<file path="src/opd_params.svh">
`ifndef OPD_PARAMS_SVH
`define OPD_PARAMS_SVH

// addressing byte layout
`define OPD_MOD_MSB 7
`define OPD_MOD_LSB 6
`define OPD_REG_MSB 5
`define OPD_REG_LSB 3
`define OPD_RM_MSB 2
`define OPD_RM_LSB 0

// scale-index-base byte layout
`define OPD_SS_MSB 7
`define OPD_SS_LSB 6
`define OPD_IDX_MSB 5
`define OPD_IDX_LSB 3
`define OPD_BASE_MSB 2
`define OPD_BASE_LSB 0

// mode subfield codes
`define OPD_MOD_NODISP 2'h0
`define OPD_MOD_DISP8 2'h1
`define OPD_MOD_DISPW 2'h2
`define OPD_MOD_REG 2'h3

// special r/m, base and index codes
`define OPD_RM_SIB 3'h4
`define OPD_RM16_DIRECT 3'h6
`define OPD_BASE32_DIRECT 3'h5
`define OPD_BASE32_STACK 3'h4
`define OPD_IDX_NONE 3'h4

// first reserved three-bit segment code
`define OPD_SEG3_RSVD_MIN 3'h6

// reset values
`define OPD_RST_BIT 1'b0
`define OPD_RST_CODE3 3'h0
`define OPD_RST_SCALE 2'h0

// decode latency in clock cycles
`define OPD_LATENCY 1

`endif

</file>
<file path="src/opd_pkg.sv">
package opd_pkg;

	// general registers, byte, word and extended sets
	typedef enum logic [4:0] {
		gpr_none,
		gpr_al, gpr_cl, gpr_dl, gpr_bl, gpr_ah, gpr_ch, gpr_dh, gpr_bh,
		gpr_ax, gpr_cx, gpr_dx, gpr_bx, gpr_sp, gpr_bp, gpr_si, gpr_di,
		gpr_eax, gpr_ecx, gpr_edx, gpr_ebx, gpr_esp, gpr_ebp, gpr_esi, gpr_edi
	} opd_gpr_t;

	typedef enum logic [2:0] {
		seg_none,
		seg_es,
		seg_cs,
		seg_ss,
		seg_ds,
		seg_fs,
		seg_gs
	} opd_seg_t;

	typedef enum logic [1:0] {
		disp_none,
		disp8,
		disp16,
		disp32
	} opd_disp_t;

	typedef enum logic [1:0] {
		size_8,
		size_16,
		size_32
	} opd_size_t;

endpackage : opd_pkg

</file>
<file path="src/opd_reg_map.sv">
`timescale 1ns/1ns

// maps one three-bit register code onto a general register
module opd_reg_map #(
	parameter int CODE_W = 3
) (
	// code and size qualifiers
	input wire logic [CODE_W-1:0] code_i,
	input wire logic width_present_i,
	input wire logic width_bit_i,
	input wire logic op32_i,
	// selected register
	output opd_pkg::opd_gpr_t gpr_o
);

	if (CODE_W != 3) begin : g_bad_width
		$error("opd_reg_map serves three-bit codes only");
	end

	opd_pkg::opd_gpr_t byte_reg;
	opd_pkg::opd_gpr_t word_reg;
	opd_pkg::opd_gpr_t ext_reg;

	always_comb begin
		unique case (code_i)
			3'h0: begin byte_reg = opd_pkg::gpr_al; word_reg = opd_pkg::gpr_ax; ext_reg = opd_pkg::gpr_eax; end
			3'h1: begin byte_reg = opd_pkg::gpr_cl; word_reg = opd_pkg::gpr_cx; ext_reg = opd_pkg::gpr_ecx; end
			3'h2: begin byte_reg = opd_pkg::gpr_dl; word_reg = opd_pkg::gpr_dx; ext_reg = opd_pkg::gpr_edx; end
			3'h3: begin byte_reg = opd_pkg::gpr_bl; word_reg = opd_pkg::gpr_bx; ext_reg = opd_pkg::gpr_ebx; end
			3'h4: begin byte_reg = opd_pkg::gpr_ah; word_reg = opd_pkg::gpr_sp; ext_reg = opd_pkg::gpr_esp; end
			3'h5: begin byte_reg = opd_pkg::gpr_ch; word_reg = opd_pkg::gpr_bp; ext_reg = opd_pkg::gpr_ebp; end
			3'h6: begin byte_reg = opd_pkg::gpr_dh; word_reg = opd_pkg::gpr_si; ext_reg = opd_pkg::gpr_esi; end
			3'h7: begin byte_reg = opd_pkg::gpr_bh; word_reg = opd_pkg::gpr_di; ext_reg = opd_pkg::gpr_edi; end
		endcase
	end

	always_comb begin
		if (width_present_i && !width_bit_i) begin
			gpr_o = byte_reg;
		end else if (op32_i) begin
			gpr_o = ext_reg;
		end else begin
			gpr_o = word_reg;
		end
	end

endmodule : opd_reg_map

</file>
<file path="src/opd_decoder.sv">
`timescale 1ns/1ns
`include "opd_params.svh"

// Overview of operation
// - width bit zero selects byte registers
// - width one, 16-bit: word registers in order
// - width one, 32-bit: extended registers, same order
// - two-bit segment code maps ES CS SS DS
// - three-bit code adds FS GS; 110/111 reserved
// - push/pop use predetermined stack addressing
// - 32-bit, r/m 100, mod not 11: sib follows
// - sib fields plus mod form 32-bit mode
// - middle bits may extend the opcode
// - otherwise middle bits select general register
// - address size picks 16- or 32-bit interpretation
// - 16-bit mod 00 base/index table, segments
// - mod 01 disp8, mod 10 disp16; 110 is BP
// - mod 11 selects register operand from r/m
// - width bit picks byte or full size
// - sizes from code default bit, prefixes toggle
module opd_decoder #(
	parameter int REG_CODE_W = 3
) (
	// clock and reset
	input wire logic clk_sys_i,
	input wire logic rst_n_i,
	// instruction fields from the front end
	input wire logic req_valid_i,
	input wire logic has_modrm_i,
	input wire logic [7:0] modrm_i,
	input wire logic [7:0] sib_i,
	input wire logic width_present_i,
	input wire logic width_bit_i,
	input wire logic opcode_ext_sel_i,
	input wire logic fixed_stack_mode_i,
	input wire logic [1:0] segment_select_2b_i,
	input wire logic [2:0] segment_select_3b_i,
	input wire logic seg3_used_i,
	// size context
	input wire logic cs_default_size_i,
	input wire logic real_or_v86_i,
	input wire logic opsize_prefix_i,
	input wire logic addrsize_prefix_i,
	// decode result, valid one cycle after the request
	output logic out_valid_o,
	output logic op32_o,
	output logic addr32_o,
	output opd_pkg::opd_size_t operand_size_o,
	output logic reg_valid_o,
	output opd_pkg::opd_gpr_t reg_sel_o,
	output logic ext_valid_o,
	output logic [2:0] opcode_extension_bits_o,
	output logic rm_is_reg_o,
	output opd_pkg::opd_gpr_t rm_reg_o,
	output logic mem_valid_o,
	output logic sib_needed_o,
	output logic base_valid_o,
	output opd_pkg::opd_gpr_t base_o,
	output logic index_valid_o,
	output opd_pkg::opd_gpr_t index_o,
	output logic [1:0] scale_o,
	output opd_pkg::opd_disp_t disp_size_o,
	output opd_pkg::opd_seg_t ea_seg_o,
	output logic fixed_mode_o,
	output opd_pkg::opd_seg_t segment_select_2b_o,
	output opd_pkg::opd_seg_t segment_select_3b_o,
	output logic seg3_valid_o,
	output logic invalid_opcode_o
);

	if (REG_CODE_W != 3) begin : g_bad_width
		$error("opd_decoder serves three-bit register codes only");
	end

	logic [1:0] mod_f;
	logic [2:0] reg_f;
	logic [2:0] rm_f;
	logic [1:0] ss_f;
	logic [2:0] idx_f;
	logic [2:0] base_f;
	logic d_eff;
	logic op32_next;
	logic addr32_next;
	opd_pkg::opd_size_t size_next;
	opd_pkg::opd_gpr_t reg_map;
	opd_pkg::opd_gpr_t rm_map;
	opd_pkg::opd_gpr_t rm_ext;
	opd_pkg::opd_gpr_t sib_base_ext;
	opd_pkg::opd_gpr_t sib_idx_ext;

	assign mod_f = modrm_i[`OPD_MOD_MSB:`OPD_MOD_LSB];
	assign reg_f = modrm_i[`OPD_REG_MSB:`OPD_REG_LSB];
	assign rm_f = modrm_i[`OPD_RM_MSB:`OPD_RM_LSB];
	assign ss_f = sib_i[`OPD_SS_MSB:`OPD_SS_LSB];
	assign idx_f = sib_i[`OPD_IDX_MSB:`OPD_IDX_LSB];
	assign base_f = sib_i[`OPD_BASE_MSB:`OPD_BASE_LSB];

	// real and virtual-8086 modes see no descriptor, so the default is 16-bit
	assign d_eff = cs_default_size_i & ~real_or_v86_i;
	assign op32_next = d_eff ^ opsize_prefix_i;
	assign addr32_next = d_eff ^ addrsize_prefix_i;

	always_comb begin
		if (width_present_i && !width_bit_i) begin
			size_next = opd_pkg::size_8;
		end else if (op32_next) begin
			size_next = opd_pkg::size_32;
		end else begin
			size_next = opd_pkg::size_16;
		end
	end

	// middle field and r/m share the same register mapping
	opd_reg_map #(.CODE_W(REG_CODE_W)) u_map_reg (
		.code_i(reg_f),
		.width_present_i(width_present_i),
		.width_bit_i(width_bit_i),
		.op32_i(op32_next),
		.gpr_o(reg_map)
	);

	opd_reg_map #(.CODE_W(REG_CODE_W)) u_map_rm (
		.code_i(rm_f),
		.width_present_i(width_present_i),
		.width_bit_i(width_bit_i),
		.op32_i(op32_next),
		.gpr_o(rm_map)
	);

	// 32-bit address components are always full 32-bit registers
	opd_reg_map #(.CODE_W(REG_CODE_W)) u_map_rm_ext (
		.code_i(rm_f),
		.width_present_i(1'b0),
		.width_bit_i(1'b1),
		.op32_i(1'b1),
		.gpr_o(rm_ext)
	);

	opd_reg_map #(.CODE_W(REG_CODE_W)) u_map_sib_base (
		.code_i(base_f),
		.width_present_i(1'b0),
		.width_bit_i(1'b1),
		.op32_i(1'b1),
		.gpr_o(sib_base_ext)
	);

	opd_reg_map #(.CODE_W(REG_CODE_W)) u_map_sib_idx (
		.code_i(idx_f),
		.width_present_i(1'b0),
		.width_bit_i(1'b1),
		.op32_i(1'b1),
		.gpr_o(sib_idx_ext)
	);

	// effective address decode
	logic mem_next;
	logic sib_next;
	logic base_v_next;
	logic idx_v_next;
	opd_pkg::opd_gpr_t base_next;
	opd_pkg::opd_gpr_t idx_next;
	logic [1:0] scale_next;
	opd_pkg::opd_disp_t disp_next;
	opd_pkg::opd_seg_t seg_next;

	always_comb begin
		mem_next = 1'b0;
		sib_next = 1'b0;
		base_v_next = 1'b0;
		idx_v_next = 1'b0;
		base_next = opd_pkg::gpr_none;
		idx_next = opd_pkg::gpr_none;
		scale_next = `OPD_RST_SCALE;
		disp_next = opd_pkg::disp_none;
		seg_next = opd_pkg::seg_none;
		if (fixed_stack_mode_i) begin
			// stack operations ignore any addressing byte
			mem_next = 1'b1;
			base_v_next = 1'b1;
			base_next = addr32_next ? opd_pkg::gpr_esp : opd_pkg::gpr_sp;
			seg_next = opd_pkg::seg_ss;
		end else if (has_modrm_i && mod_f != `OPD_MOD_REG) begin
			mem_next = 1'b1;
			if (!addr32_next) begin
				// 16-bit interpretation with 16-bit components
				base_v_next = 1'b1;
				seg_next = opd_pkg::seg_ds;
				unique case (rm_f)
					3'h0: begin base_next = opd_pkg::gpr_bx; idx_next = opd_pkg::gpr_si; end
					3'h1: begin base_next = opd_pkg::gpr_bx; idx_next = opd_pkg::gpr_di; end
					3'h2: begin base_next = opd_pkg::gpr_bp; idx_next = opd_pkg::gpr_si; end
					3'h3: begin base_next = opd_pkg::gpr_bp; idx_next = opd_pkg::gpr_di; end
					3'h4: base_next = opd_pkg::gpr_si;
					3'h5: base_next = opd_pkg::gpr_di;
					3'h6: base_next = opd_pkg::gpr_bp;
					3'h7: base_next = opd_pkg::gpr_bx;
				endcase
				idx_v_next = (rm_f < 3'h4);
				if (base_next == opd_pkg::gpr_bp) begin
					seg_next = opd_pkg::seg_ss;
				end
				if (mod_f == `OPD_MOD_NODISP && rm_f == `OPD_RM16_DIRECT) begin
					base_v_next = 1'b0;
					base_next = opd_pkg::gpr_none;
					disp_next = opd_pkg::disp16;
					seg_next = opd_pkg::seg_ds;
				end else if (mod_f == `OPD_MOD_DISP8) begin
					disp_next = opd_pkg::disp8;
				end else if (mod_f == `OPD_MOD_DISPW) begin
					disp_next = opd_pkg::disp16;
				end
			end else begin
				// 32-bit interpretation with 32-bit components
				seg_next = opd_pkg::seg_ds;
				disp_next = (mod_f == `OPD_MOD_DISP8) ? opd_pkg::disp8 :
					(mod_f == `OPD_MOD_DISPW) ? opd_pkg::disp32 : opd_pkg::disp_none;
				if (rm_f == `OPD_RM_SIB) begin
					sib_next = 1'b1;
					scale_next = ss_f;
					idx_v_next = (idx_f != `OPD_IDX_NONE);
					idx_next = idx_v_next ? sib_idx_ext : opd_pkg::gpr_none;
					base_v_next = 1'b1;
					base_next = sib_base_ext;
					if (base_f == `OPD_BASE32_STACK) begin
						seg_next = opd_pkg::seg_ss;
					end else if (base_f == `OPD_BASE32_DIRECT) begin
						if (mod_f == `OPD_MOD_NODISP) begin
							base_v_next = 1'b0;
							base_next = opd_pkg::gpr_none;
							disp_next = opd_pkg::disp32;
						end else begin
							seg_next = opd_pkg::seg_ss;
						end
					end
				end else begin
					base_v_next = 1'b1;
					base_next = rm_ext;
					if (rm_f == `OPD_BASE32_DIRECT) begin
						if (mod_f == `OPD_MOD_NODISP) begin
							base_v_next = 1'b0;
							base_next = opd_pkg::gpr_none;
							disp_next = opd_pkg::disp32;
						end else begin
							seg_next = opd_pkg::seg_ss;
						end
					end
				end
			end
		end
	end

	// segment field decode
	opd_pkg::opd_seg_t seg2_next;
	opd_pkg::opd_seg_t seg3_next;
	logic seg3_rsvd;

	always_comb begin
		unique case (segment_select_2b_i)
			2'h0: seg2_next = opd_pkg::seg_es;
			2'h1: seg2_next = opd_pkg::seg_cs;
			2'h2: seg2_next = opd_pkg::seg_ss;
			2'h3: seg2_next = opd_pkg::seg_ds;
		endcase
	end

	assign seg3_rsvd = (segment_select_3b_i >= `OPD_SEG3_RSVD_MIN);

	always_comb begin
		unique case (segment_select_3b_i)
			3'h0: seg3_next = opd_pkg::seg_es;
			3'h1: seg3_next = opd_pkg::seg_cs;
			3'h2: seg3_next = opd_pkg::seg_ss;
			3'h3: seg3_next = opd_pkg::seg_ds;
			3'h4: seg3_next = opd_pkg::seg_fs;
			3'h5: seg3_next = opd_pkg::seg_gs;
			// reserved codes name no segment; invalid_opcode_o flags them instead
			default: seg3_next = opd_pkg::seg_none;
		endcase
	end

	always_ff @(posedge clk_sys_i or negedge rst_n_i) begin
		if (!rst_n_i) begin
			out_valid_o <= `OPD_RST_BIT;
		end else begin
			out_valid_o <= req_valid_i;
		end
	end

	// results hold between requests
	always_ff @(posedge clk_sys_i or negedge rst_n_i) begin
		if (!rst_n_i) begin
			op32_o <= `OPD_RST_BIT;
			addr32_o <= `OPD_RST_BIT;
			operand_size_o <= opd_pkg::size_8;
		end else if (req_valid_i) begin
			op32_o <= op32_next;
			addr32_o <= addr32_next;
			operand_size_o <= size_next;
		end
	end

	always_ff @(posedge clk_sys_i or negedge rst_n_i) begin
		if (!rst_n_i) begin
			reg_valid_o <= `OPD_RST_BIT;
			reg_sel_o <= opd_pkg::gpr_none;
			ext_valid_o <= `OPD_RST_BIT;
			opcode_extension_bits_o <= `OPD_RST_CODE3;
		end else if (req_valid_i) begin
			reg_valid_o <= has_modrm_i & ~opcode_ext_sel_i;
			reg_sel_o <= (has_modrm_i && !opcode_ext_sel_i) ? reg_map : opd_pkg::gpr_none;
			ext_valid_o <= has_modrm_i & opcode_ext_sel_i;
			opcode_extension_bits_o <= opcode_ext_sel_i ? reg_f : `OPD_RST_CODE3;
		end
	end

	always_ff @(posedge clk_sys_i or negedge rst_n_i) begin
		if (!rst_n_i) begin
			rm_is_reg_o <= `OPD_RST_BIT;
			rm_reg_o <= opd_pkg::gpr_none;
		end else if (req_valid_i) begin
			rm_is_reg_o <= has_modrm_i & ~fixed_stack_mode_i & (mod_f == `OPD_MOD_REG);
			rm_reg_o <= (has_modrm_i && !fixed_stack_mode_i && mod_f == `OPD_MOD_REG) ?
				rm_map : opd_pkg::gpr_none;
		end
	end

	always_ff @(posedge clk_sys_i or negedge rst_n_i) begin
		if (!rst_n_i) begin
			mem_valid_o <= `OPD_RST_BIT;
			sib_needed_o <= `OPD_RST_BIT;
			base_valid_o <= `OPD_RST_BIT;
			base_o <= opd_pkg::gpr_none;
			index_valid_o <= `OPD_RST_BIT;
			index_o <= opd_pkg::gpr_none;
			scale_o <= `OPD_RST_SCALE;
			disp_size_o <= opd_pkg::disp_none;
			ea_seg_o <= opd_pkg::seg_none;
			fixed_mode_o <= `OPD_RST_BIT;
		end else if (req_valid_i) begin
			mem_valid_o <= mem_next;
			sib_needed_o <= sib_next;
			base_valid_o <= base_v_next;
			base_o <= base_next;
			index_valid_o <= idx_v_next;
			index_o <= idx_next;
			scale_o <= scale_next;
			disp_size_o <= disp_next;
			ea_seg_o <= seg_next;
			fixed_mode_o <= fixed_stack_mode_i;
		end
	end

	always_ff @(posedge clk_sys_i or negedge rst_n_i) begin
		if (!rst_n_i) begin
			segment_select_2b_o <= opd_pkg::seg_none;
			segment_select_3b_o <= opd_pkg::seg_none;
			seg3_valid_o <= `OPD_RST_BIT;
			invalid_opcode_o <= `OPD_RST_BIT;
		end else if (req_valid_i) begin
			segment_select_2b_o <= seg2_next;
			segment_select_3b_o <= seg3_used_i ? seg3_next : opd_pkg::seg_none;
			seg3_valid_o <= seg3_used_i & ~seg3_rsvd;
			invalid_opcode_o <= seg3_used_i & seg3_rsvd;
		end
	end

endmodule : opd_decoder

</file>
<file path="config.mk">
export PLATFORM = sky130hd
export DESIGN_NAME = opd_decoder
export DESIGN_NICKNAME = d
export VERILOG_FILES = /design/src/opd_pkg.sv /design/src/opd_reg_map.sv /design/src/opd_decoder.sv
export VERILOG_INCLUDE_DIRS = /design/src
export SDC_FILE = /design/constraint.sdc
export NUM_CORES = 1
export LEC_CHECK = 0
export BUFFER_PORTS_ARGS = -buffer_cell sky130_fd_sc_hd__buf_2
export CORE_MARGIN = 2
export CORE_UTILIZATION = 48
export CTS_BUF_LIST = sky130_fd_sc_hd__clkbuf_2
export CTS_CLUSTER_SIZE = 28
export DETAILED_ROUTE_END_ITERATION = 6
export PLACE_DENSITY = 0.79
export SLEW_MARGIN = 5
export SYNTH_ARGS = -nofsm -noshare
export SYNTH_HDL_FRONTEND = slang
export SYNTH_SLANG_ARGS = --single-unit
</file>
<file path="constraint.sdc">
create_clock -name clk_sys_i -period 0.8 [get_ports clk_sys_i]
set_input_delay 0.12 -clock clk_sys_i [delete_from_list [all_inputs] [get_ports clk_sys_i]]
set_output_delay 0.12 -clock clk_sys_i [all_outputs]
set_load 0.05 [all_outputs]
</file>
==> summary.txt, run 1 <==
Timing
  – Worst End Pin Type: output port
  – Worst endpoint, post-GRT repair: ea_seg_o[0]

Synth
  – Post-synthesis sequential area ratio: 46.1%
  – Yosys synthesis warning count: 0
  – Post-Synthesis Cells: 266
  – Synth top area cells: dfrtp_1 46%, ha_1 9.7%, o2bb2ai_1 5.5%, inv_1 3.5%, nor2_1 3.2%
  – Top_reg_cell synth: dfrtp_1
  – Post-Syn Nets: 321
  – Synth unique cells: 47
  – Post-Syn Area: 2720 sq um
  – #FFs+latches synth: 50
  – Number of flops mapped to enable cells by yosys: 0
  – Largest area contributor in the netlist: dfrtp_1
  – Syn_area_per_cell: 10.2 sq um
  – FFs w/ async S/R, synth: 100%
  – Most frequent cell after synthesis: dfrtp_1
  – Post-synth top cells: 50 x dfrtp_1, 25 x inv_1, 23 x nor2_1
  – Share of the synthesized area in the top cell type: 46.1%

Placed design
  – Placer Congestion: 0.957
  – Port Buffers: 84
  – Detailed Place HPWL: 5.68 mm

Floorplanning
  – Rows: 27
  – I/O pin total: 85
  – Initial Utilization: 49.6%
  – Die height: 79.2 microns
  – Die X: 79.2 microns

Clocking
  – CTS max path bufs: 2
  – CTS H-Tree Depth: 2
  – Sinks on Clock Net: 50
  – Root Driver: clkbuf_2
  – CTS buffer count: 5

Outcome
  – Run Error: [ERROR GRT-0232] Routing congestion too high. Check the congestion heatmap in the GUI.
  – Halt Stage: 5_1_grt
  – Status: stopped before the end

Global route
  – Pin count of the biggest net entering global routing: 33
  – Total global-route track usage: 72.1%
  – Grt total ovfl: 62
## through the flow
| stage | std cells | setup WS (ns) | utilization, % | instance area, sq um | hold slack (ns) |
|---|---|---|---|---|---|
| CTS | 519 | -0.382 | 91.2 | 4990 | -0.0127 |
| detailed placement | 468 | -0.734 | 71.9 | 3930 | -0.0328 |
| global placement | 468 | -0.689 | 71.9 | 3930 | -0.0373 |
| floorplan | 266 | -0.389 | - | 3020 | -0.176 |
## what timing repair did
item                                   4_1_cts
hold buffers                                 8
pin swaps                                   34
setup endpoints to repair                   73
cloned                                       1
buffers inserted                            36
gates resized for setup                    171
endpoints found under the hold margin       59
## layer usage
layer / GRT overflow / global-route usage, %
met1: 0 / 71.9
met2: 35 / 94.0
met3: 0 / 47.7
met4: 27 / 77.6
met5: 0 / 4.55
## cell families after synthesis
| group | after synthesis | synth area share, % |
|---|---|---|
| adders and majority gates | 21 | 9.67 |
| AOI/OAI and AO/OA | 75 | 20.4 |
| and+or+nand+nor | 71 | 13.5 |
| xor gates and xnor gates | 4 | 1.84 |
| muxes | 7 | 2.72 |
| DFF | 50 | 46.1 |
| buffers and inverters | 38 | 5.76 |
==> inputs of run 2 (changes only) <==
CORE_UTILIZATION = 35   (was 48)
CTS_BUF_LIST = unset   (was sky130_fd_sc_hd__clkbuf_2)
CTS_CLUSTER_SIZE = unset   (was 28)
PLACE_DENSITY = unset   (was 0.79)
PLACE_DENSITY_LB_ADDON = 0.15   (was unset)
clock period = 1 ns   (was 0.8 ns; I/O delays follow)
==> run 2 against run 1 <==
  * The flow now finishes, with violations (setup timing)
  * Synthesized area did not move
  * Synthesized cell count did not move
==> summary.txt, run 2 <==
Floorplanning
  – Die height: 92.1 microns (+16%)
  – Die area: 8480 sq um
  – I/O pin total: 85 (unchanged)
  – Core Area: 7610 sq um
  – Initial Utilization: 35.7% (-14 points)
  – Die X: 92.1 microns (+16%)
  – Rows: 32 (+19%)

Placed design
  – Cell count after placement: 495 (+5.8%)
  – Pre-CTS setup slack: -0.559 ns (+0.176 ns)
  – Placer Congestion: 0.842 (-12%)
  – Port Buffers: 84 (unchanged)
  – Detailed Place HPWL: 5.50 mm (-3.1%)

Worst setup path
  – Slowest stage delay, CP: 0.32 ns
  – Crit. End Element: register
  – Cells along the critical path: buf_12, inv_12, ha_4, buf_4, a311oi_2, a211oi_2, nor4_4, o22a_1
  – CP Launch Type: primary input
  – Kind of critical path: in2reg
  – Top fanout value on the critical path: 7
  – Worst R2R Setup Slack: 0.02 ns
  – Arr. time, crit path: 1.38 ns
  – Worst Path Required: 1.24 ns
  – Slowest CP cell: a311oi_2

Timing
  – Peak Freq: 877 MHz
  – Crit path time final: 1.14 ns
  – Final hold vios: 0
  – Setup TNS: -2.10 ns
  – Clock skew: 0 ns
  – Final worst-path cycle share: 114%
  – Final Max Tran Viols: 0
  – Worst slew margin: 74.9%
  – Least-Margin Pin Slew: 0.375 ns
  – Worst setup margin: -0.140 ns
  – RSZ-0062 raised after global routing: yes
  – Setup Viol. Count Final: 61

Clocking
  – Sinks on Clock Net: 50 (unchanged)
  – CTS buffer count: 5 (unchanged)
  – Clk_lat worst skew: 0.30 ns
  – Root Driver: clkbuf_8
  – CTS H-Tree Depth: 2 (unchanged)
  – CTS max path bufs: 2 (unchanged)
  – Clock slew at reported path FFs: 0.08 ns
  – CTS tree: built

Detailed routing
  – DRT Pass-1 Iters: 4
  – WL final: 8.15 mm
  – Drt drc: 0
  – Final ANT Viol Nets: 0
  – WL per Instance: 14.9 microns
  – Via/cell ratio: 4.88
  – Via count: 2670
  – DR iter-0 viols: 89

Synth
  – Share of the synthesized area in the top cell type: 46.1% (unchanged)
  – Largest area contributor in the netlist: dfrtp_1
  – Post-Synthesis Cells: 266 (unchanged)
  – FFs w/ async S/R, synth: 100% (unchanged)
  – Post-Syn Nets: 321 (unchanged)
  – #FFs+latches synth: 50 (unchanged)
  – Syn_area_per_cell: 10.2 sq um (unchanged)
  – Top_reg_cell synth: dfrtp_1
  – Post-synthesis sequential area ratio: 46.1% (unchanged)
  – Yosys synthesis warning count: 0 (unchanged)
  – Post-Syn Area: 2720 sq um (unchanged)
  – Post-synth top cells: 50 x dfrtp_1, 25 x inv_1, 23 x nor2_1
  – Most frequent cell after synthesis: dfrtp_1
  – Synth unique cells: 47 (unchanged)
  – Number of flops mapped to enable cells by yosys: 0 (unchanged)
  – Synth top area cells: dfrtp_1 46%, ha_1 9.7%, o2bb2ai_1 5.5%, inv_1 3.5%, nor2_1 3.2%

Layout
  – Non-filler cells, final: 547
  – Ant diodes: 0
  – Commonest non-fill, non-tap cell in the layout: buf_4
  – Layout cells sized above 1: 57.3%
  – Area of the multi-input gates: 1700 sq um
  – Register Area: 1250 sq um
  – Commonest cells after routing, fill and taps aside: 89 x buf_4, 60 x buf_6, 49 x dfrtp_1, 25 x buf_2, 22 x nor2_1
  – Fill count: 593
  – Fin nets: 500
  – Area Growth Syn to Fin: 82.2%
  – Final core occ: 65.0%

Run
  – Max_cap viols: 0

Pwr
  – Final Power: 5.61 mW
  – Leakage: 2.37 nW
  – PwrDens: 1130 nW/um^2
  – Peak supply drop: 730 uV

Global route
  – Total global-route track usage: 19.6%
  – Grt total ovfl: 0
  – First-pass GRT wire length: 13.2 mm
  – Vias in the first global route: 2680
  – Pin count of the biggest net entering global routing: 51
  – Initial antenna violation count: 0

Hold path
  – HP Class: in2reg

Outcome
  – Status: complete, but fails checks
  – Violated checks: setup timing
-- run 2: cell counts after synthesis --
No cell type changed its count.
-- run 2: metrics by stage --
stage | instance area [sq um] | hold slack [ns]
after floorplan | 2950 | -0.146
after global placement | 3860 | 0.163
after detailed placement | 3860 | 0.164
after CTS | 4680 | 0.0651
after global routing | 4950 | 0.0723
final | 4950 | 0.0717
-- run 2: final cells by class --
cell class,count,share of cell area (%)
multi-input cells,179,34.4
clock buffers,6,1.47
clock inverters,1,0.152
inverters,26,3.19
flip-flops and latches,50,25.3
repair buffers,183,32.9
well taps,102,2.58
-- run 2: path summary, 6_finish.rpt --
path | start | cells past startpoint | to
min | sib_i[7] | 2 | scale_o[1]
max in group asynchronous | rst_n_i | 3 | ea_seg_o[1]
min in group asynchronous | rst_n_i | 3 | seg3_valid_o
max reg2reg | base_o[2] | 3 | base_o[2]
min reg2reg | sib_needed_o | 1 | sib_needed_o
max | modrm_i[1] | 8 | base_o[2]
-- run 2: layer usage --
layer,global-route usage [%],vias up,wire (microns)
met5,0,-,0
met4,6.09,0,147
met3,3.62,13,382
met2,32.5,77,4050
met1,25.9,1274,3570
li1,-,1306,-
-- run 2: timing repair --
action                                 CTS  global route
setup endpoints to repair               73            75
endpoints found under the hold margin   50             0
hold buffers                             1             0
gates resized for setup                149            24
pin swaps                               25            17
setup buffers                           25            21
gates cloned                             1             0
-- run 2: logic make-up (layout without fill, tap and decap cells) --
group,count (synthesis),in the layout,share of synthesized area (%)
AOI/OAI and AO/OA,75,75,20.4
xor gates and xnor gates,4,5,1.84
adders and majority gates,21,21,9.67
buffers and inverters,38,216,5.76
DFF,50,50,46.1
muxes,7,7,2.72
and+or+nand+nor,71,71,13.5
-- run 2: report_power, final --
group / switching, mW / total, mW / internal [mW]
Clock: 0.659 / 1.14 / 0.481
Sequential: 0.110 / 2.27 / 2.16
Combinational: 1.21 / 2.20 / 0.997
-- run 2: critical path: cells and delay by family --
family	cells	cell delay, ns
AO/OA/AOI/OAI	3	0.60
AND/OR/NAND/NOR	1	0.17
buffers and inverters	3	0.29
adder cells (fa/ha/maj)	1	0.17
No activity file was read; power rests on OpenSTA's default activity.
==> inputs of run 3 (changes only) <==
CORE_ASPECT_RATIO = 1.4   (was unset)
REMOVE_ABC_BUFFERS = 1   (was unset)
==> run 3 against run 2 <==
  * The flow still finishes with violations (setup timing)
  * Combinational power barely moved
  * Largest cell class unchanged
  * Clock power increased by 28%
  * Sequential power barely moved
  * Critical path type unchanged
  * Via count is 0.30% higher
  * Power is 5.2% higher
  * Register-to-register slack improved by 0.07 ns
  * Cell count increased by 1.1%
  * Routed wire length is 0.48% lower
  * Maximum frequency is 3.5% lower
  * First-iteration DRC count fell by 1.1%
==> summary.txt, run 3 (synthesis gave the netlist of run 2 again) <==
Outcome
  – Status: complete, but fails checks
  – Violated checks: setup timing

Worst setup path
  – Worst Path Required: 1.20 ns (-0.04 ns)
  – Crit. Startpoint: modrm_i[0]
  – Crit. End Element: register
  – Cells along the critical path: buf_8, buf_6, ha_4, a211o_1, a21oi_2, or3_4, o41ai_4, a22o_1
  – Slowest stage delay, CP: 0.28 ns (-0.04 ns)
  – Kind of critical path: in2reg
  – Slowest CP cell: a211o_1
  – Top fanout value on the critical path: 4 (-3)
  – CP Launch Type: primary input
  – Crit Reg-Reg Startpoint: base_o[3]
  – Arr. time, crit path: 1.39 ns (about the same)

Detailed routing
  – Via count: 2678 (+0.30%)
  – WL final: 8.11 mm (-0.48%)
  – Final ANT Viol Nets: 0 (unchanged)
  – DRT Pass-1 Iters: 4 (unchanged)
  – Via/cell ratio: 4.84 (-0.79%)
  – WL per Instance: 14.7 microns (-1.6%)
  – DR iter-0 viols: 88 (-1.1%)
  – Drt drc: 0 (unchanged)

Floorplanning
  – Rows: 38 (+19%)
  – Die X: 78.5 microns (-15%)
  – Initial Utilization: 35.5% (-0.22 points)
  – Die height: 108 microns (+18%)
  – Die area: 8490 sq um (+0.12%)
  – Core Area: 7650 sq um (+0.62%)
  – I/O pin total: 85 (unchanged)

Clocking
  – Clock slew at reported path FFs: 0.09 ns (about the same)
  – Root Driver: clkbuf_8
  – Sinks on Clock Net: 50 (unchanged)
  – CTS buffer count: 5 (unchanged)
  – CTS H-Tree Depth: 2 (unchanged)
  – CTS max path bufs: 2 (unchanged)
  – Clk_lat worst skew: 0.31 ns (about the same)
  – CTS tree: built

Timing
  – Worst slew margin: 79.9% (+4.9 points)
  – RSZ-0062 raised after global routing: yes
  – Final worst-path cycle share: 118% (+4.1 points)
  – Least-Margin Pin Slew: 0.301 ns (-0.0744 ns)
  – Worst setup margin: -0.182 ns (-0.0412 ns)
  – Peak Freq: 846 MHz (-3.5%)
  – Setup Viol. Count Final: 66 (+8.2%)
  – Crit path time final: 1.18 ns (+0.0412 ns)
  – Clock skew: 0 ns (unchanged)
  – Final Max Tran Viols: 0 (unchanged)
  – Final hold vios: 0 (unchanged)

Layout
  – Post-route cell area: 4960 sq um (+0.23%)
  – Commonest non-fill, non-tap cell in the layout: buf_4
  – Commonest cells after routing, fill and taps aside: 91 x buf_4, 66 x buf_6, 50 x dfrtp_1, 27 x buf_2, 22 x nor2_1
  – Ant diodes: 0 (unchanged)
  – Area Growth Syn to Fin: 82.6%
  – Layout cells sized above 1: 57.6% (+0.31 points)
  – Fin nets: 507 (+1.4%)

Pwr
  – Final Power: 5.91 mW (+5.2%)
  – Peak supply drop: 672 uV (-7.9%)
  – Leakage: 2.40 nW (+1.0%)
  – PwrDens: 1190 nW/um^2 (+5.0%)

Global route
  – Initial antenna violation count: 1 (+1)
  – Grt total ovfl: 0 (unchanged)
  – Pin count of the biggest net entering global routing: 51 (unchanged)
  – Total global-route track usage: 20.0% (+0.45 points)
  – Vias in the first global route: 2743 (+2.4%)
  – First-pass GRT wire length: 13.2 mm (about the same)

Placed design
  – DP Area: 3720 sq um (-3.7%)
  – Detailed Place HPWL: 5.53 mm (+0.49%)
  – Port Buffers: 84 (unchanged)
  – Pre-CTS setup slack: -0.699 ns (-0.141 ns)
  – Placer Congestion: 0.838 (-0.53%)

Run
  – Max_cap viols: 0 (unchanged)

Hold path
  – Worst Hold Launch: sib_i[7]
  – HP Class: in2reg
## run 3: changes by cell type in the layout (fill, tap and decap cells not counted), sizes merged
cell | before | now
bufinv | 0 | 1
clkbuf | 6 | 7
clkinvlp | 1 | 0
xnor2 | 5 | 4
buf | 182 | 190
## run 3: critical path, delay by kind of cell
family	cells	cell delay, ns
AOI/OAI and AO/OA	4	0.69
buffers and inverters	2	0.22
adders and majority gates	1	0.17
and+or+nand+nor	1	0.15
## run 3: final cells by class
type                       instances  area, sq um
inverter                          26          105
tap                              100          125
fill                             637         2700
timing repair buffer             191         1680
multi-input combinational        178         1700
sequential                        50         1250
clock inverter                     1         30.0
clock buffer                       7         76.3
## run 3: path summary, 6_finish.rpt
path	endpoint	slack, ns	cells after the start
worst min-delay path	scale_o[1]	0.04	2
worst max-delay path	ea_seg_o[2]	-0.18	8
max in group asynchronous	opcode_extension_bits_o[2]	0.41	3
worst max register to register	base_o[3]	0.09	2
worst min register to register	sib_needed_o	0.51	1
min in group asynchronous	rm_reg_o[3]	0.34	3
## run 3: repair_timing
item | CTS | global route
setup buffers | 21 | 22
resized for setup | 162 | 39
hold buffers | 1 | 0
hold endpoints to repair | 50 | 0
endpoints found under the setup margin | 71 | 72
pin swaps | 25 | 25
## run 3: power by group
part	switching (mW)	total, mW	internal, mW
registers	0.108	2.27	2.16
logic	1.19	2.18	0.990
clock network	0.712	1.46	0.750
## run 3: layer usage
layer	part of all wire, %	global-route usage (%)
met4	1.8	8.15
met5	0.16	0
met3	3.1	4.01
met2	54	35.0
met1	41	24.0
## run 3: stage by stage
stage                     cells  util [%]  hold WS, ns  TNS (ns)
after global placement      503      48.5        0.160    -13.10
after detailed placement    503      48.5        0.166    -13.50
after floorplan             254         -       -0.146     -6.73
after CTS                   533      60.0       0.0375     -2.72
final                       553      64.8       0.0437     -2.75
after global routing        553      64.8       0.0449     -5.18
==> inputs of run 4 (changes only) <==
==> constraint.sdc (replaced) <==
create_clock -name clk_sys_i -period 1 [get_ports clk_sys_i]
set_input_delay 0.1 -clock clk_sys_i [delete_from_list [all_inputs] [get_ports clk_sys_i]]
set_output_delay 0.1 -clock clk_sys_i [all_outputs]
set_load 0.05 [all_outputs]
==> run 4 against run 3 <==
  * The run still ends with setup timing left
  * Sequential power barely moved
  * Flip-flop and latch count unchanged
  * Sequential share of layout area grew 1.5 points
  * Combinational power down 7%
==> summary.txt, run 4 (synthesis gave the netlist of run 2 again) <==
Floorplanning
  – Die X: 78.5 microns (unchanged)
  – Rows: 38 (unchanged)
  – Die area: 8490 sq um (unchanged)
  – I/O pin total: 85 (unchanged)
  – Initial Utilization: 35.5% (unchanged)
  – Core Area: 7650 sq um (unchanged)
  – Die height: 108 microns (unchanged)

Clocking
  – CTS tree: built
  – Sinks on Clock Net: 50 (unchanged)
  – Root Driver: clkbuf_8
  – CTS H-Tree Depth: 2 (unchanged)
  – CTS buffer count: 5 (unchanged)
  – Clock slew at reported path FFs: 0.09 ns (about the same)
  – Clk_lat worst skew: 0.31 ns (about the same)
  – CTS max path bufs: 2 (unchanged)

Pwr
  – Seq pwr share: 39.5% (+1.1 points)
  – Peak supply drop: 781 uV (+16%)
  – Sw Ratio: 33.7% (-0.31 points)
  – NetSw: 1.93 mW (-3.8%)
  – Clock share of power: 25.2% (+0.4 points)
  – Internal: 3.81 mW (-2.4%)
  – Comb pwr share: 35.3% (-1.5 points)
  – Final Power: 5.74 mW (-2.9%)
  – Leakage: 2.29 nW (-4.4%)
  – PwrDens: 1220 nW/um^2 (+2.8%)

Layout
  – Layout cells sized above 1: 53.6% (-4.0 points)
  – Fill count: 691 (+8.5%)
  – Ant diodes: 0 (unchanged)
  – Commonest cells after routing, fill and taps aside: 86 x buf_4, 58 x buf_6, 50 x dfrtp_1, 28 x buf_2, 22 x nor2_1
  – Commonest non-fill, non-tap cell in the layout: buf_4
  – Area Growth Syn to Fin: 72.5%
  – Fin nets: 496 (-2.2%)
  – Non-filler cells, final: 542 (-2.0%)

Detailed routing
  – Final ANT Viol Nets: 0 (unchanged)
  – Via/cell ratio: 4.83 (-0.18%)
  – WL per Instance: 14.4 microns (-1.8%)
  – WL final: 7.80 mm (-3.8%)
  – DR iter-0 viols: 47 (-47%)
  – Drt drc: 0 (unchanged)
  – DRT Pass-1 Iters: 4 (unchanged)
  – Via count: 2620 (-2.2%)

Hold path
  – Hold depth: 2 (unchanged)
  – Hold path endpoint: scale_o[0]
  – HP Class: in2reg
  – Worst Hold Launch: sib_i[6]

Global route
  – Total global-route track usage: 19.3% (-0.73 points)
  – Pin count of the biggest net entering global routing: 51 (unchanged)
  – Grt total ovfl: 0 (unchanged)
  – First-pass GRT wire length: 12.7 mm (-3.6%)
  – Initial antenna violation count: 1 (unchanged)
  – Vias in the first global route: 2628 (-4.2%)

Placed design
  – Pre-CTS setup slack: -0.641 ns (+0.0587 ns)
  – Placer Congestion: 0.838 (unchanged)
  – Detailed Place HPWL: 5.53 mm (about the same)
  – Cell count after placement: 503 (unchanged)
  – Port Buffers: 84 (unchanged)

Worst setup path
  – Arr. time, crit path: 1.35 ns (-0.04 ns)
  – Crit. End Element: register
  – R2r worst-path depth: 2 (unchanged)
  – CP Launch Type: primary input
  – RR Endpoint: fixed_mode_o
  – Crit Reg-Reg Startpoint: fixed_mode_o
  – Worst R2R Setup Slack: 0.10 ns (about the same)
  – Worst Path Required: 1.26 ns (+0.06 ns)
  – Kind of critical path: in2reg
  – Top fanout value on the critical path: 7 (+3)

Timing
  – Clock skew: 0 ns (unchanged)
  – Crit path time final: 1.09 ns (-0.0935 ns)
  – Setup TNS: -0.802 ns (+1.94 ns)
  – Final hold vios: 0 (unchanged)
  – RSZ-0062 raised after global routing: yes
  – Worst setup margin: -0.0882 ns (+0.0935 ns)
  – Peak Freq: 919 MHz (+8.6%)
  – Worst slew margin: 77.0% (-2.9 points)
  – Hold_ws: 0.0163 ns (-0.0274 ns)
  – Setup Viol. Count Final: 20 (-70%)
  – Final Max Tran Viols: 0 (unchanged)
  – Final worst-path cycle share: 109% (-9.3 points)
  – Least-Margin Pin Slew: 0.341 ns (+0.0404 ns)

Outcome
  – Status: complete, but fails checks
  – Violated checks: setup timing

Run
  – Max_cap viols: 0 (unchanged)
==> run 4: cell types whose count changed in the layout (fill, tap and decap cells not counted), sizes merged <==
cell / delta
buf: -13
dlygate4sd3: +2
==> run 4: worst max path at each step <==
stage                endpoint     startpoint
6_report          ea_seg_o[2]  real_or_v86_i
5_1_grt             base_o[3]     modrm_i[1]
4_1_cts           ea_seg_o[2]     modrm_i[1]
3_5_place_dp   disp_size_o[1]     modrm_i[1]
3_3_place_gp   disp_size_o[1]     modrm_i[0]
2_1_floorplan       base_o[3]     modrm_i[1]
==> run 4: cell type report <==
cell class	instances	area, sq um	area share (%)
Inverter	26	103	2.19
Sequential cell	50	1250	26.7
Timing Repair Buffer	180	1550	33.2
Clock inverter	1	30.0	0.641
Clock buffer	7	76.3	1.63
Tap cell	100	125	2.67
Multi-Input combinational cell	178	1550	33.0
==> run 4: power groups by stage <==
| stage | sequential [mW] | combinational (mW) | clock (mW) |
|---|---|---|---|
| finish | 2.27 | 2.02 | 1.45 |
| global placement | 2.27 | 1.58 | 0 |
| detailed placement | 2.28 | 1.58 | 0 |
| CTS | 2.27 | 1.92 | 1.49 |
| floorplan | 2.79 | 0.397 | 0 |
| global route | 2.28 | 2.17 | 1.57 |
==> run 4: critical path, cell delays in order <==
cell     delay, ns
buf_6         0.09
and2b_4       0.27
xnor2_4       0.14
buf_4         0.17
o41ai_2       0.39
a22o_1        0.18
==> run 4: timing repair <==
action | CTS | global route
endpoints found under the hold margin | 52 | 0
pin swaps | 28 | 7
gates resized for setup | 149 | 19
setup endpoints to repair | 70 | 63
setup buffers | 9 | 19
hold buffers | 3 | 0
==> run 4: metal layers <==
metal | global-route usage, % | vias to the layer above | share of wire (%)
met5 | 0 | - | 0.17
met4 | 8.15 | 2 | 2.5
met3 | 3.67 | 15 | 3.5
met2 | 32.0 | 55 | 51
met1 | 24.6 | 1254 | 43
li1 | - | 1294 | -
==> run 4: metrics by stage <==
stage / instance area (sq um) / util, %
2_1_floorplan: 2660 / -
6_report: 4690 / 61.2
4_1_cts: 4460 / 58.3
3_5_place_dp: 3720 / 48.5
5_1_grt: 4690 / 61.2
3_3_place_gp: 3720 / 48.5
